`src/timer8_pkg.sv`:
```
// Constants, field positions and types of the 8-bit waveform timer.
// Assumes a single 100 MHz clock and an Avalon-MM register slave.
// How it works
// - Mode 0 counts up, wraps 0xFF to 0x00.
// - Normal mode: overflow set when count becomes zero.
// - Mode 2 clears counter on compare_a match.
// - Clear-on-compare sets match_flag_a at top.
// - Clear-on-compare compare_a unbuffered; missed match wraps.
// - Clear-on-compare output mode 1 toggles wave_out_a.
// - Clear-on-compare overflow set on wrap to zero.
// - Modes 3/7 single slope, top 0xFF or compare_a.
// - Fast PWM clears counter the tick after top.
// - Fast PWM sets overflow at top.
// - Fast PWM mode 2 clear-match/set-bottom; 3 inverse.
// - Fast PWM toggle only channel A with mode_bit2.
// - Fast PWM extremes: spike at bottom, constant at max.
// - Fast PWM compare values are double buffered.
// - Modes 1/5 dual slope, top 0xFF or compare_a.
// - Phase-correct holds top for one tick.
// - Phase-correct mode 2 clear-up/set-down; 3 inverse.
// - Phase-correct sets overflow at bottom.
// - Phase-correct toggle only channel A with mode_bit2.
// - Phase-correct extremes give constant output levels.
// - Phase-correct output fixed at bottom for symmetry.
// - Tick is clock divided by 1/8/64/256/1024.
// - Match sets match flag; software writes one clears.
// - Count write blocks matches for next tick.
// - Force updates output in non-PWM, no flag/clear.
// - Output mode 0 no action; changes apply next match.
package timer8_pkg;

  localparam logic [4:0] addr_ctrl_a   = 5'h00;
  localparam logic [4:0] addr_ctrl_b   = 5'h04;
  localparam logic [4:0] addr_count    = 5'h08;
  localparam logic [4:0] addr_compare_a = 5'h0C;
  localparam logic [4:0] addr_compare_b = 5'h10;
  localparam logic [4:0] addr_flags    = 5'h14;

  localparam int com_a_pos    = 6;
  localparam int com_b_pos    = 4;
  localparam int force_a_pos  = 7;
  localparam int force_b_pos  = 6;
  localparam int mode_bit2_pos = 3;
  localparam int flag_ovf_pos = 0;
  localparam int flag_a_pos   = 1;
  localparam int flag_b_pos   = 2;

  localparam logic [7:0] reset_byte = 8'h00;
  localparam logic [7:0] count_max  = 8'hFF;
  localparam logic [7:0] count_bottom = 8'h00;

  localparam logic [2:0] mode_normal = 3'h0;
  localparam logic [2:0] mode_phase_ff = 3'h1;
  localparam logic [2:0] mode_clear  = 3'h2;
  localparam logic [2:0] mode_fast_ff = 3'h3;
  localparam logic [2:0] mode_phase_oa = 3'h5;
  localparam logic [2:0] mode_fast_oa = 3'h7;

  // Terminal counts of the prescaler for clock select codes 1 to 5.
  localparam logic [9:0] div_1_term    = 10'h000;
  localparam logic [9:0] div_8_term    = 10'h007;
  localparam logic [9:0] div_64_term   = 10'h03F;
  localparam logic [9:0] div_256_term  = 10'h0FF;
  localparam logic [9:0] div_1024_term = 10'h3FF;

  typedef enum logic [1:0] {kind_normal, kind_clear, kind_fast, kind_phase} kind_type;
  typedef enum logic {dir_up, dir_down} dir_type;

endpackage

```
`src/timer8.sv`:
```
// Counter, compare channels, waveform outputs and register slave.
// Assumes an Avalon-MM master holding requests until waitrequest is low.
`timescale 1ns/1ns
`default_nettype none
module timer8 (
  input  wire logic        clk_i,
  input  wire logic        rst_n_i,
  input  wire logic [4:0]  avs_address_i,
  input  wire logic        avs_read_i,
  input  wire logic        avs_write_i,
  input  wire logic [31:0] avs_writedata_i,
  input  wire logic [3:0]  avs_byteenable_i,
  output logic      [31:0] avs_readdata_o,
  output logic             avs_waitrequest_o,
  output logic             wave_out_a_o,
  output logic             wave_out_b_o
);

  ////////////////////////////////////////////////////////////////////////
  // Decoding helpers.

  function automatic timer8_pkg::kind_type kind_of(input logic [2:0] m);
    unique case (m)
      timer8_pkg::mode_clear: kind_of = timer8_pkg::kind_clear;
      timer8_pkg::mode_fast_ff,
      timer8_pkg::mode_fast_oa: kind_of = timer8_pkg::kind_fast;
      timer8_pkg::mode_phase_ff,
      timer8_pkg::mode_phase_oa: kind_of = timer8_pkg::kind_phase;
      default: kind_of = timer8_pkg::kind_normal;
    endcase
  endfunction

  function automatic logic [9:0] term_of(input logic [2:0] cs);
    unique case (cs)
      3'h1: term_of = timer8_pkg::div_1_term;
      3'h2: term_of = timer8_pkg::div_8_term;
      3'h3: term_of = timer8_pkg::div_64_term;
      3'h4: term_of = timer8_pkg::div_256_term;
      default: term_of = timer8_pkg::div_1024_term;
    endcase
  endfunction

  // Next level of one compare output.
  function automatic logic wave_next(
    input logic                  cur,
    input logic [1:0]            com,
    input timer8_pkg::kind_type  k,
    input logic                  may_toggle,
    input logic                  hit,
    input logic                  force_now,
    input logic                  at_top,
    input logic                  at_bottom,
    input logic                  falling,
    input logic                  cmp_zero,
    input logic                  cmp_top
  );
    logic r;
    r = cur;
    unique case (k)
      timer8_pkg::kind_normal,
      timer8_pkg::kind_clear: begin
        if (hit || force_now) begin
          unique case (com)
            2'h1: r = ~cur;
            2'h2: r = 1'b0;
            2'h3: r = 1'b1;
            default: r = cur;
          endcase
        end
      end
      timer8_pkg::kind_fast: begin
        if (com == 2'h1) begin
          if (hit && may_toggle) begin
            r = ~cur;
          end
        end else if (com[1]) begin
          if (at_top) begin
            r = ~com[0];
          end else if (hit && !cmp_top) begin
            r = com[0];
          end
        end
      end
      default: begin
        if (com == 2'h1) begin
          if (hit && may_toggle) begin
            r = ~cur;
          end
        end else if (com[1]) begin
          if (at_bottom) begin
            r = cmp_zero ? com[0] : ~com[0];
          end else if (hit) begin
            r = falling ? ~com[0] : com[0];
          end
        end
      end
    endcase
    return r;
  endfunction

  ////////////////////////////////////////////////////////////////////////
  // Register slave: every access takes one wait cycle.

  logic       wait_r;
  logic [7:0] rdata_nxt;
  logic       wr_en;
  logic [1:0] com_a_r;
  logic [1:0] com_b_r;
  logic [2:0] mode_r;
  logic [2:0] cs_r;
  logic [7:0] cnt_r;
  logic [7:0] cmp_a_buf_r;
  logic [7:0] cmp_b_buf_r;
  logic [7:0] cmp_a_r;
  logic [7:0] cmp_b_r;
  logic       ovf_r;
  logic       flag_a_r;
  logic       flag_b_r;

  assign wr_en = avs_write_i && !wait_r && avs_byteenable_i[0];

  always_ff @(posedge clk_i or negedge rst_n_i) begin
    if (!rst_n_i) begin
      wait_r <= 1'b1;
    end else begin
      wait_r <= !((avs_read_i || avs_write_i) && wait_r);
    end
  end

  assign avs_waitrequest_o = wait_r;

  always_comb begin
    unique case (avs_address_i)
      timer8_pkg::addr_ctrl_a:
        rdata_nxt = {com_a_r, com_b_r, 2'h0, mode_r[1:0]};
      timer8_pkg::addr_ctrl_b:
        rdata_nxt = {4'h0, mode_r[2], cs_r};
      timer8_pkg::addr_count: rdata_nxt = cnt_r;
      timer8_pkg::addr_compare_a: rdata_nxt = cmp_a_buf_r;
      timer8_pkg::addr_compare_b: rdata_nxt = cmp_b_buf_r;
      timer8_pkg::addr_flags: rdata_nxt = {5'h00, flag_b_r, flag_a_r, ovf_r};
      default: rdata_nxt = 8'h00;
    endcase
  end

  always_ff @(posedge clk_i or negedge rst_n_i) begin
    if (!rst_n_i) begin
      avs_readdata_o <= 32'h0000_0000;
    end else if (avs_read_i && wait_r) begin
      avs_readdata_o <= {24'h00_0000, rdata_nxt};
    end
  end

  logic wr_ctrl_b;
  logic wr_count;
  logic wr_flags;
  assign wr_ctrl_b = wr_en && avs_address_i == timer8_pkg::addr_ctrl_b;
  assign wr_count  = wr_en && avs_address_i == timer8_pkg::addr_count;
  assign wr_flags  = wr_en && avs_address_i == timer8_pkg::addr_flags;

  always_ff @(posedge clk_i or negedge rst_n_i) begin
    if (!rst_n_i) begin
      com_a_r <= 2'h0;
      com_b_r <= 2'h0;
      mode_r  <= timer8_pkg::mode_normal;
      cs_r    <= 3'h0;
    end else begin
      if (wr_en && avs_address_i == timer8_pkg::addr_ctrl_a) begin
        com_a_r    <= avs_writedata_i[timer8_pkg::com_a_pos +: 2];
        com_b_r    <= avs_writedata_i[timer8_pkg::com_b_pos +: 2];
        mode_r[1:0] <= avs_writedata_i[1:0];
      end
      if (wr_ctrl_b) begin
        mode_r[2] <= avs_writedata_i[timer8_pkg::mode_bit2_pos];
        cs_r      <= avs_writedata_i[2:0];
      end
    end
  end

  ////////////////////////////////////////////////////////////////////////
  // Prescaler.

  logic [9:0] pre_r;
  logic [2:0] cs_last_r;
  logic       tick;

  assign tick = cs_r >= 3'h1 && cs_r <= 3'h5 && pre_r == term_of(cs_r);

  always_ff @(posedge clk_i or negedge rst_n_i) begin
    if (!rst_n_i) begin
      pre_r     <= 10'h000;
      cs_last_r <= 3'h0;
    end else begin
      cs_last_r <= cs_r;
      if (tick || cs_r != cs_last_r) begin
        pre_r <= 10'h000;
      end else begin
        pre_r <= pre_r + 10'h001;
      end
    end
  end

  ////////////////////////////////////////////////////////////////////////
  // Counter and compare.

  timer8_pkg::kind_type kind;
  timer8_pkg::dir_type  dir_r;
  logic [7:0] top;
  logic       block_r;
  logic       hit_a;
  logic       hit_b;
  logic       at_top;
  logic       at_bottom;
  logic       pwm;

  assign kind = kind_of(mode_r);
  assign pwm  = kind == timer8_pkg::kind_fast || kind == timer8_pkg::kind_phase;
  assign top  = mode_r[2] ? cmp_a_r : timer8_pkg::count_max;
  assign hit_a = tick && !block_r && cnt_r == cmp_a_r;
  assign hit_b = tick && !block_r && cnt_r == cmp_b_r;
  assign at_top = tick && cnt_r == top;
  assign at_bottom = tick && dir_r == timer8_pkg::dir_down && cnt_r == timer8_pkg::count_bottom;

  always_ff @(posedge clk_i or negedge rst_n_i) begin
    if (!rst_n_i) begin
      block_r <= 1'b0;
    end else if (wr_count) begin
      block_r <= 1'b1;
    end else if (tick) begin
      block_r <= 1'b0;
    end
  end

  always_ff @(posedge clk_i or negedge rst_n_i) begin
    if (!rst_n_i) begin
      cnt_r <= timer8_pkg::reset_byte;
      dir_r <= timer8_pkg::dir_up;
    end else if (wr_count) begin
      cnt_r <= avs_writedata_i[7:0];
    end else if (tick) begin
      unique case (kind)
        timer8_pkg::kind_clear: begin
          cnt_r <= hit_a ? timer8_pkg::count_bottom : cnt_r + 8'h01;
        end
        timer8_pkg::kind_fast: begin
          cnt_r <= at_top ? timer8_pkg::count_bottom : cnt_r + 8'h01;
        end
        timer8_pkg::kind_phase: begin
          if (dir_r == timer8_pkg::dir_up) begin
            if (cnt_r >= top) begin
              dir_r <= timer8_pkg::dir_down;
              cnt_r <= cnt_r == timer8_pkg::count_bottom ? cnt_r : cnt_r - 8'h01;
            end else begin
              cnt_r <= cnt_r + 8'h01;
            end
          end else if (cnt_r == timer8_pkg::count_bottom) begin
            dir_r <= timer8_pkg::dir_up;
            cnt_r <= cnt_r + 8'h01;
          end else begin
            cnt_r <= cnt_r - 8'h01;
          end
        end
        default: begin
          cnt_r <= cnt_r + 8'h01;
        end
      endcase
    end
  end

  // Software sees the buffers; PWM loads them at top only.
  always_ff @(posedge clk_i or negedge rst_n_i) begin
    if (!rst_n_i) begin
      cmp_a_buf_r <= timer8_pkg::reset_byte;
      cmp_b_buf_r <= timer8_pkg::reset_byte;
      cmp_a_r     <= timer8_pkg::reset_byte;
      cmp_b_r     <= timer8_pkg::reset_byte;
    end else begin
      if (wr_en && avs_address_i == timer8_pkg::addr_compare_a) begin
        cmp_a_buf_r <= avs_writedata_i[7:0];
      end
      if (wr_en && avs_address_i == timer8_pkg::addr_compare_b) begin
        cmp_b_buf_r <= avs_writedata_i[7:0];
      end
      if (!pwm || at_top) begin
        cmp_a_r <= cmp_a_buf_r;
        cmp_b_r <= cmp_b_buf_r;
      end
    end
  end

  ////////////////////////////////////////////////////////////////////////
  // Flags; a set in the clearing cycle wins.

  logic ovf_set;
  always_comb begin
    unique case (kind)
      timer8_pkg::kind_fast: ovf_set = at_top;
      timer8_pkg::kind_phase: ovf_set = at_bottom;
      default: ovf_set = tick && cnt_r == timer8_pkg::count_max;
    endcase
  end

  always_ff @(posedge clk_i or negedge rst_n_i) begin
    if (!rst_n_i) begin
      ovf_r    <= 1'b0;
      flag_a_r <= 1'b0;
      flag_b_r <= 1'b0;
    end else begin
      ovf_r    <= (ovf_r && !(wr_flags && avs_writedata_i[timer8_pkg::flag_ovf_pos])) || ovf_set;
      flag_a_r <= (flag_a_r && !(wr_flags && avs_writedata_i[timer8_pkg::flag_a_pos])) || hit_a;
      flag_b_r <= (flag_b_r && !(wr_flags && avs_writedata_i[timer8_pkg::flag_b_pos])) || hit_b;
    end
  end

  ////////////////////////////////////////////////////////////////////////
  // Waveform outputs.

  logic force_a;
  logic force_b;
  logic falling;
  assign force_a = wr_ctrl_b && !pwm && avs_writedata_i[timer8_pkg::force_a_pos];
  assign force_b = wr_ctrl_b && !pwm && avs_writedata_i[timer8_pkg::force_b_pos];
  assign falling = dir_r == timer8_pkg::dir_down || cnt_r == top;

  always_ff @(posedge clk_i or negedge rst_n_i) begin
    if (!rst_n_i) begin
      wave_out_a_o <= 1'b0;
      wave_out_b_o <= 1'b0;
    end else begin
      wave_out_a_o <= wave_next(wave_out_a_o, com_a_r, kind, mode_r[2], hit_a, force_a,
                                at_top, at_bottom, falling, cmp_a_r == timer8_pkg::count_bottom,
                                cmp_a_r == top);
      wave_out_b_o <= wave_next(wave_out_b_o, com_b_r, kind, 1'b0, hit_b, force_b,
                                at_top, at_bottom, falling, cmp_b_r == timer8_pkg::count_bottom,
                                cmp_b_r == top);
    end
  end
endmodule
`default_nettype wire

```
`config.mk`:
```
export PLATFORM = sky130hd
export DESIGN_NAME = timer8
export DESIGN_NICKNAME = d
export VERILOG_FILES = /design/src/timer8_pkg.sv /design/src/timer8.sv
export SDC_FILE = /design/constraint.sdc
export NUM_CORES = 1
export LEC_CHECK = 0
export BUFFER_PORTS_ARGS = -buffer_cell sky130_fd_sc_hd__buf_4
export CAP_MARGIN = 10
export CORE_MARGIN = 2
export CORE_UTILIZATION = 63
export CTS_BUF_LIST = sky130_fd_sc_hd__clkbuf_4
export CTS_CLUSTER_DIAMETER = 50
export DETAILED_ROUTE_END_ITERATION = 10
export PLACE_DENSITY = 0.87
export SYNTH_ARGS = -nofsm -noshare
export SYNTH_HDL_FRONTEND = slang
export SYNTH_SLANG_ARGS = --single-unit
export TNS_END_PERCENT = 30
```
`constraint.sdc`:
```
create_clock -name clk_i -period 4.45 [get_ports clk_i]
set_input_delay 0.89 -clock clk_i [delete_from_list [all_inputs] [get_ports clk_i]]
set_output_delay 0.89 -clock clk_i [all_outputs]
set_load 0.01 [all_outputs]
```
==> results.yml, run 1 <==
outcome:
  status: "completed"
setup_path:
  timing.rr.end: "cnt_r[3]"
  slowest_stage: "dfrtp_1"
  required_ns: 4.84
  slowest_delay_ns: 0.63
  cp-end-kind: "flip-flop"
  path_max_fanout: 13
  critPathKind: "reg2reg"
  crit_chain: "nor2b_1, ha_1, a21o_1, a21o_1, a211o_1, o21ai_0, or2b_1, a22oi_1, a2111oi_0, o22a_1"
  reg2reg_depth: 10
  crit_path_start_kind: "flip-flop"
  reg2reg_slack_ns: 0.82
  arrival_ns: 4.02
  critPathMostFrequentCell: "a21o_1"
  reg2reg_from: "mode_r[2]"
global_route:
  met1_usage_pct: 40.4
  grt_pass1_wl_mm: 20.5
  met2_usage_pct: 48.1
  overflow: 0
  gr-max-usage-layer: "met2"
  grt_max_degree: 80
  grt_pass1_vias: 3987
  met3_usage_pct: 5.46
  track_usage_pct: 30.3
  antenna_found_initial: 0
die:
  coreArea_um2: 7810
  start_util_pct: 65.7
  die_w_um: 94.2
  rows: 32
  pin_count: 80
  die_area_um2: 8870
  die_height_um: 94.2
cells_and_area:
  fill_cells: 587
  final_nets: 611
  utilization_pct: 69.7
  drive_gt1_share_pct: 18.5
  fin_area_um2: 5440
  syn_to_final_growth_pct: 6.13
  stdcell_count: 660
  antennaDiodeCount: 0
synthesis:
  synth_commonest_cells: "dfrtp_1 (78), nand2_1 (49), nor2_1 (39)"
  synth.cell_area_um2: 5130
  syn_inst: 535
  synthArstFlopShare_pct: 100
  synth_edf_count: 0
  yosysUniqueCellTypes: 73
  synthSimpleGateAreaFrac_pct: 20.3
  ys_seq_area_share_pct: 38.6
  synth.top_cell.area_share_pct: 38.1
  yosys.area_share.adder_pct: 3.37
  yosys-top-cells-area: "dfrtp_1 (38%), mux2_2 (8.1%), buf_4 (3.7%)"
  synth_ff_type: "dfrtp_1"
  synth_top_cell_by_area: "dfrtp_1"
  synth_compound_area_share_pct: 13.3
  synthMostInstantiatedCell: "dfrtp_1"
  synthXorXnorAreaFrac_pct: 6.66
  avgSynthCellArea_um2: 9.58
  ys.warnings.count: 0
  ys_seq_elements: 79
  synth_top_family_by_area: "simple AND/OR/NAND/NOR gates"
  muxShareOfSynthArea_pct: 11.1
job:
  cap_violations: 0
clock_network:
  cts_tree: "built"
  clock-sinks: 79
  clk_latency_ns: 0.45
  htree_levels: 3
  postCtsSetupBuffers: 0
  cts_buffer_depth: 2
  postCtsHoldBufs: 0
  cts_resized: 0
  clk_pin_slew_worst_paths_ns: 0.15
  root_buffer: "clkbuf_4"
  cts_buffers: 9
hold_path:
  hp-class: "reg2reg"
  min-delay-start: "pre_r[0]"
  whs_endpoint: "pre_r[0]"
  min_path_cells: 1
power:
  switching_share_pct: 40.2
  finalPower_mw: 2.30
  ir_drop_mv: 0.220
  p_leak_nw: 2.51
  combPwrFrac_pct: 33.9
  clockPowerShare_pct: 19.7
  p_sw_mw: 0.924
  seqPwrFrac_pct: 46.4
  p_int_mw: 1.37
  p_per_area_nw_per_um2: 422
placement:
  io_buffer_count: 28
  placed_cells: 644
  gp_congestion: 0.937
  placed_area_um2: 5300
  dp_hpwl_mm: 9.23
  dp_slack_ns: 0.979
timing:
  fmax_mhz: 276
  relSlewSlack_pct: 36.0
  min_period_ns: 3.63
  setup_slack_ns: 0.825
  setup-violations-final: 0
  tns_ns: 0
  holdWs_ns: 0.505
  fin_crit_sh_pct: 81.5
  final-hold-violation-count: 0
  final-max-slew-violation-count: 0
  clock_skew_ns: 0.0232
  grt_setup_unrepaired: "no"
  worst_slew_pin_slew_ns: 0.960
routing:
  dr.pass1.iters: 5
  viasPerCell: 6.43
  drt-initial-drc-count: 534
  routedWlPerCell_um: 19.2
  routed_wl_mm: 12.6
  ant_nets: 0
  dr_total_vias: 4245
  drc: 0
[placed cells by master, fill, tap and decap left out, types with 16 or more instances in the layout]
master and instances:
xnor2_1 19, dfrtp_1 78, nand2_1 49, conb_1 24, mux2_2 37, buf_4 33, nor2_1 39, xor2_1 20
nand3_1 16, o21ai_0 31
[routing by layer]
| metal | up-vias | share of wire [%] |
|---|---|---|
| met3 | 49 | 9.0 |
| met5 | - | 0 |
| met2 | 248 | 47 |
| met4 | 0 | 4.8 |
| li1 | 1921 | - |
| met1 | 2027 | 40 |
[power groups by stage]
stage | clock network, mW | registers (mW) | logic, mW
floorplan | 0 | 0.943 | 0.677
global placement | 0 | 1.06 | 0.725
detailed placement | 0 | 1.07 | 0.764
CTS | 0.455 | 1.06 | 0.769
global route | 0.486 | 1.09 | 0.854
finish | 0.453 | 1.07 | 0.778
[layout make-up]
| class | instances | area [um2] | area share [%] |
|---|---|---|---|
| multi-input cells | 418 | 2900 | 53.3 |
| flip-flops and latches | 79 | 1980 | 36.4 |
| repair buffers | 33 | 248 | 4.55 |
| well taps | 102 | 128 | 2.35 |
| clock buffers | 10 | 75.1 | 1.38 |
| clock inverters | 6 | 68.8 | 1.26 |
| inverters | 12 | 45.0 | 0.828 |
[flip-flops by register name, indices dropped and copies added (netlist names), 2 cells and up]
register and cells:
cmp_a_buf_r 8, cnt_r 8, com_b_r 2, cs_last_r 3, avs_readdata_o 8, pre_r 10
cmp_a_r 8, cs_r 3, com_a_r 2, mode_r 3, cmp_b_r 8, cmp_b_buf_r 8
[worst max path at each step]
stage	slack (ns)	from	end	cells past startpoint
final	0.82	mode_r[2]	cnt_r[3]	10
after CTS	0.95	mode_r[2]	cnt_r[3]	10
after global routing	0.59	mode_r[2]	cnt_r[3]	10
after detailed placement	0.98	mode_r[2]	cnt_r[3]	10
after global placement	1.09	mode_r[2]	cnt_r[3]	10
after floorplan	1.62	mode_r[2]	cnt_r[3]	11
[cell families after synthesis]
logic type                 Yosys count
and+or+nand+nor                    193
AOI/OAI and AO/OA                   97
DFF                                 79
buffers and inverters               61
muxes                               51
xor gates and xnor gates            39
adders and majority gates           14
other                                1
[worst max-delay path, delay by kind of cell (launching register included)]
kind,cells,cell delay (ns)
AND/OR/NAND/NOR,2,0.73
adder cells (fa/ha/maj),1,0.29
AO/OA/AOI/OAI,7,1.93
flip-flops,1,0.63
Note: power is estimated with default switching activity, not from simulation.
==> inputs of run 2 (changes only) <==
--- a/config.mk
+++ b/config.mk
@@ -8,11 +8,11 @@
 export BUFFER_PORTS_ARGS = -buffer_cell sky130_fd_sc_hd__buf_4
 export CAP_MARGIN = 10
 export CORE_MARGIN = 2
-export CORE_UTILIZATION = 63
+export CORE_UTILIZATION = 54
 export CTS_BUF_LIST = sky130_fd_sc_hd__clkbuf_4
 export CTS_CLUSTER_DIAMETER = 50
 export DETAILED_ROUTE_END_ITERATION = 10
-export PLACE_DENSITY = 0.87
+export PLACE_DENSITY = 0.8
 export SYNTH_ARGS = -nofsm -noshare
 export SYNTH_HDL_FRONTEND = slang
 export SYNTH_SLANG_ARGS = --single-unit
==> constraint.sdc (replaced) <==
create_clock -name clk_i -period 3 [get_ports clk_i]
set_input_delay 0.6 -clock clk_i [delete_from_list [all_inputs] [get_ports clk_i]]
set_output_delay 0.6 -clock clk_i [all_outputs]
set_load 0.01 [all_outputs]
==> results.yml, run 2 (synthesis gave the netlist of run 1 again) <==
setup_path:
  crit_end: "wave_out_a_o"
  reg2reg_from: "cs_r[0]"
  crit_path_start_kind: "flip-flop"
  arrival_ns: 3.29
  reg2reg_depth: 8
  timing.rr.end: "wave_out_a_o"
  path_max_fanout: 10
  slowest_stage: "dfrtp_1"
  crit_chain: "nor3b_2, mux2i_1, nand2b_1, nor4_4, and2_1, nand2_1, a311oi_1, mux2_2"
  cp-end-kind: "flip-flop"
  required_ns: 3.34
  reg2reg_slack_ns: 0.05
  crit_path_start: "cs_r[0]"
  slowest_delay_ns: 0.58
  critPathKind: "reg2reg"
routing:
  dr_total_vias: 4303
  routed_wl_mm: 13.3
  drc: 0
  routedWlPerCell_um: 18.7
  viasPerCell: 6.02
  dr.pass1.iters: 6
  ant_nets: 0
  drt-initial-drc-count: 437
clock_network:
  htree_levels: 3
  clk_pin_slew_worst_paths_ns: 0.16
  cts_buffer_depth: 2
  root_buffer: "clkbuf_4"
  cts_buffers: 9
  clk_latency_ns: 0.45
  clock-sinks: 79
  cts_tree: "built"
global_route:
  antenna_found_initial: 0
  overflow: 0
  grt_pass1_wl_mm: 21.7
  grt_pass1_vias: 4232
  grt_max_degree: 80
  track_usage_pct: 27.5
power:
  p_leak_nw: 2.65
  ir_drop_mv: 0.424
  p_per_area_nw_per_um2: 614
timing:
  clock_skew_ns: 0.0259
  min_period_ns: 2.95
  fin_crit_sh_pct: 98.5
  final-hold-violation-count: 0
  setup_slack_ns: 0.0461
  fmax_mhz: 339
  setup-violations-final: 0
  final-max-slew-violation-count: 0
  worst_slew_pin_slew_ns: 0.996
  tns_ns: 0
  relSlewSlack_pct: 33.6
cells_and_area:
  syn_to_final_growth_pct: 11.0
  antennaDiodeCount: 0
  utilization_pct: 61.6
  stdcell_count: 715
  final_nets: 639
  largest_register_ffs: 10
  regMostFlops: "pre_r"
  fin_area_um2: 5690
  final_cell_mix: "dfrtp_1 (77), buf_4 (61), nand2_1 (49)"
  final_common_cell: "dfrtp_1"
  drive_gt1_share_pct: 23.0
placement:
  gp_congestion: 1.03
  dp_hpwl_mm: 9.90
  dp_slack_ns: -0.0392
  io_buffer_count: 28
  placed_area_um2: 5530
  placed_cells: 697
die:
  coreArea_um2: 9240
  die_area_um2: 10300
  pin_count: 80
  start_util_pct: 55.5
  die_w_um: 101
  die_height_um: 101
  rows: 35
outcome:
  status: "completed"
hold_path:
  hp-class: "in2async"
job:
  cap_violations: 0
run 2: cell count changes in the layout (fill, tap and decap cells not counted):
cell / previous run / this run
buf_4: 33 / 61
inv_8: 0 / 2
a2111oi_0: 1 / 0
a2111oi_2: 1 / 2
bufinv_16: 1 / 0
clkbuf_4: 10 / 9
clkinvlp_4: 1 / 0
dfrtp_1: 78 / 77
dfrtp_2: 0 / 1
inv_6: 2 / 3
nor2b_1: 8 / 7
nor2b_2: 0 / 1
o41ai_1: 1 / 0
o41ai_2: 0 / 1
run 2: worst min path at each step:
stage                        start           endpoint  slack, ns  cells past startpoint
after CTS                  rst_n_i           flag_b_r       0.32                      1
after global placement    flag_a_r           flag_a_r       0.46                      1
after floorplan            rst_n_i  avs_readdata_o[0]       0.30                      0
after detailed placement  flag_a_r           flag_a_r       0.47                      1
final                      rst_n_i  avs_readdata_o[2]       0.30                      1
after global routing       rst_n_i         com_b_r[1]       0.36                      1
run 2: through the flow:
step | power, mW | hold WS, ns
6_report | 3.49 | 0.297
5_1_grt | 3.70 | 0.357
2_1_floorplan | 2.40 | 0.304
3_5_place_dp | 2.85 | 0.465
3_3_place_gp | 2.78 | 0.457
4_1_cts | 3.47 | 0.324
run 2: worst max-delay path, delay by kind of cell, from the launching register on:
family	cells	cell delay (ns)
and+or+nand+nor	5	1.43
DFF	1	0.58
AOI/OAI and AO/OA	1	0.37
muxes	2	0.46
run 2: final cells by class:
class,count,area [um2]
Fill cell,729,3550
Inverter,12,45.0
Clock buffer,9,67.6
Timing Repair Buffer,61,458
Sequential cell,79,1980
Clock inverter,7,62.6
Multi-Input combinational cell,418,2910
Tap cell,129,161
run 2: report_power, final:
group	switching (mW)	internal [mW]	leakage, nW
registers	0.197	1.23	1.02
logic	0.813	0.626	1.55
clock network	0.433	0.191	0.0751
total	1.44	2.05	2.65
run 2: repair_timing:
item	4_1_cts	5_1_grt
buffers inserted	0	2
hold buffers	0	0
pin swaps	0	1
endpoints found under the setup margin	1	8
resized for setup	1	4
run 2: layer usage:
layer | global-route usage [%] | routed length, um | part of all wire (%)
met5 | 0 | 0 | 0
met4 | 8.11 | 284 | 2.1
met3 | 4.62 | 1160 | 8.7
met2 | 46.2 | 6580 | 49
met1 | 36.8 | 5310 | 40
==> inputs of run 3 (changes only) <==
--- a/config.mk
+++ b/config.mk
@@ -13,6 +13,7 @@
 export CTS_CLUSTER_DIAMETER = 50
 export DETAILED_ROUTE_END_ITERATION = 10
 export PLACE_DENSITY = 0.8
+export REMOVE_ABC_BUFFERS = 1
 export SYNTH_ARGS = -nofsm -noshare
 export SYNTH_HDL_FRONTEND = slang
 export SYNTH_SLANG_ARGS = --single-unit
==> results.yml, run 3 (synthesis gave the netlist of run 1 again) <==
setup_path:
  critPathKind: "reg2reg"
  slowest_stage: "dfrtp_1"
  crit_path_start_kind: "flip-flop"
  reg2reg_slack_ns: 0.07
  required_ns: 3.35
  cp-end-kind: "flip-flop"
  reg2reg_from: "cs_r[1]"
  reg2reg_depth: 7
  path_max_fanout: 10
  slowest_delay_ns: 0.56
  crit_buf_inv: 0
  cpLargestDelayFamily: "simple AND/OR/NAND/NOR gates"
  crit_chain: "or3_4, a21oi_2, a31oi_2, nor4_4, nand4_1, a2111oi_2, mux2_1"
  arrival_ns: 3.28
  timing.rr.end: "wave_out_b_o"
timing:
  worst_slew_pin_slew_ns: 0.974
  min_period_ns: 2.93
  setup-violations-final: 0
  relSlewSlack_pct: 35.1
  clock_skew_ns: 0.0260
  fmax_mhz: 341
  final-hold-violation-count: 0
  final-max-slew-violation-count: 0
  holdWs_ns: 0.278
  fin_crit_sh_pct: 97.7
routing:
  drc: 0
  routed_wl_mm: 13.3
  dr.pass1.iters: 5
  viasPerCell: 6.16
  ant_nets: 0
  drt-initial-drc-count: 353
  dr_total_vias: 4381
  routedWlPerCell_um: 18.6
clock_network:
  clk_pin_slew_worst_paths_ns: 0.15
  clock-sinks: 79
  cts_buffers: 9
  postCtsHoldBufs: 0
  clk_latency_ns: 0.46
  cts_resized: 0
  postCtsSetupBuffers: 0
  htree_levels: 3
  root_buffer: "clkbuf_4"
  cts_tree: "built"
  cts_buffer_depth: 2
hold_path:
  min_path_cells: 2
  whs_endpoint: "avs_waitrequest_o"
  hp-class: "in2reg"
  min-delay-start: "avs_read_i"
global_route:
  grt_pass1_wl_mm: 21.3
  overflow: 0
  track_usage_pct: 27.3
  grt_pass1_vias: 4133
  antenna_found_initial: 0
  grt_max_degree: 80
cells_and_area:
  regMostFlops: "pre_r"
  stdcell_count: 711
  final_nets: 635
  antennaDiodeCount: 0
  syn_to_final_growth_pct: 10.2
  final_cell_mix: "dfrtp_1 (76), buf_4 (57), nand2_1 (49)"
  drive_gt1_share_pct: 22.0
  largest_register_ffs: 10
  final_common_cell: "dfrtp_1"
  fill_cells: 742
die:
  die_height_um: 101
  die_area_um2: 10300
  start_util_pct: 55.5
  die_w_um: 101
  coreArea_um2: 9240
  rows: 35
  pin_count: 80
placement:
  io_buffer_count: 28
  dp_hpwl_mm: 9.84
  gp_congestion: 1.02
  placed_cells: 695
power:
  finalPower_mw: 3.47
  p_leak_nw: 2.62
  ir_drop_mv: 0.346
  p_per_area_nw_per_um2: 614
outcome:
  status: "completed"
job:
  cap_violations: 0
-- run 3: where the power goes --
| group | internal, mW | switching [mW] |
|---|---|---|
| Sequential | 1.23 | 0.207 |
| Clock | 0.188 | 0.431 |
| Combinational | 0.613 | 0.794 |
| Total | 2.04 | 1.43 |
-- run 3: layout make-up --
cell class | instances | area (um2) | share of cell area (%)
Sequential cell | 79 | 1980 | 35.1
Clock buffer | 9 | 67.6 | 1.20
Multi-Input combinational cell | 418 | 2900 | 51.3
Tap cell | 129 | 161 | 2.86
Timing Repair Buffer | 57 | 428 | 7.58
Clock inverter | 7 | 65.1 | 1.15
Inverter | 12 | 45.0 | 0.798
-- run 3: worst register-to-register path: stages (launching register included) --
cell	delay [ns]
dfrtp_1	0.56
or3_4	0.45
a21oi_2	0.15
a31oi_2	0.10
nor4_4	0.41
nand4_1	0.31
a2111oi_2	0.47
mux2_1	0.37
-- run 3: how the worst max path moves through the flow --
| stage | start | endpoint | slack, ns | cells after the start |
|---|---|---|---|---|
| after global routing | cmp_a_r[2] | cnt_r[3] | -0.02 | 10 |
| final | cs_r[1] | wave_out_b_o | 0.07 | 7 |
| after floorplan | mode_r[2] | wave_out_b_o | 0.04 | 9 |
| after detailed placement | mode_r[2] | wave_out_b_o | 0.12 | 10 |
| after CTS | cs_r[0] | wave_out_b_o | 0.10 | 7 |
| after global placement | mode_r[2] | cnt_r[3] | 0.18 | 10 |
-- run 3: metal layers --
layer	vias to the layer above	GRT usage (%)	routed length, um
li1	1979	-	-
met1	2122	36.2	5410
met2	237	42.8	6260
met3	43	6.21	1110
met5	-	0	0
met4	0	12.5	467
-- run 3: metrics by stage --
stage | setup WS, ns | setup TNS [ns] | utilization, % | instance area (um2)
floorplan | 0.0363 | 0 | - | 4920
CTS | 0.104 | 0 | 61.1 | 5640
global placement | 0.179 | 0 | 59.6 | 5510
global route | -0.0161 | -0.0161 | 61.1 | 5650
finish | 0.0682 | 0 | 61.1 | 5650
detailed placement | 0.121 | 0 | 59.6 | 5510
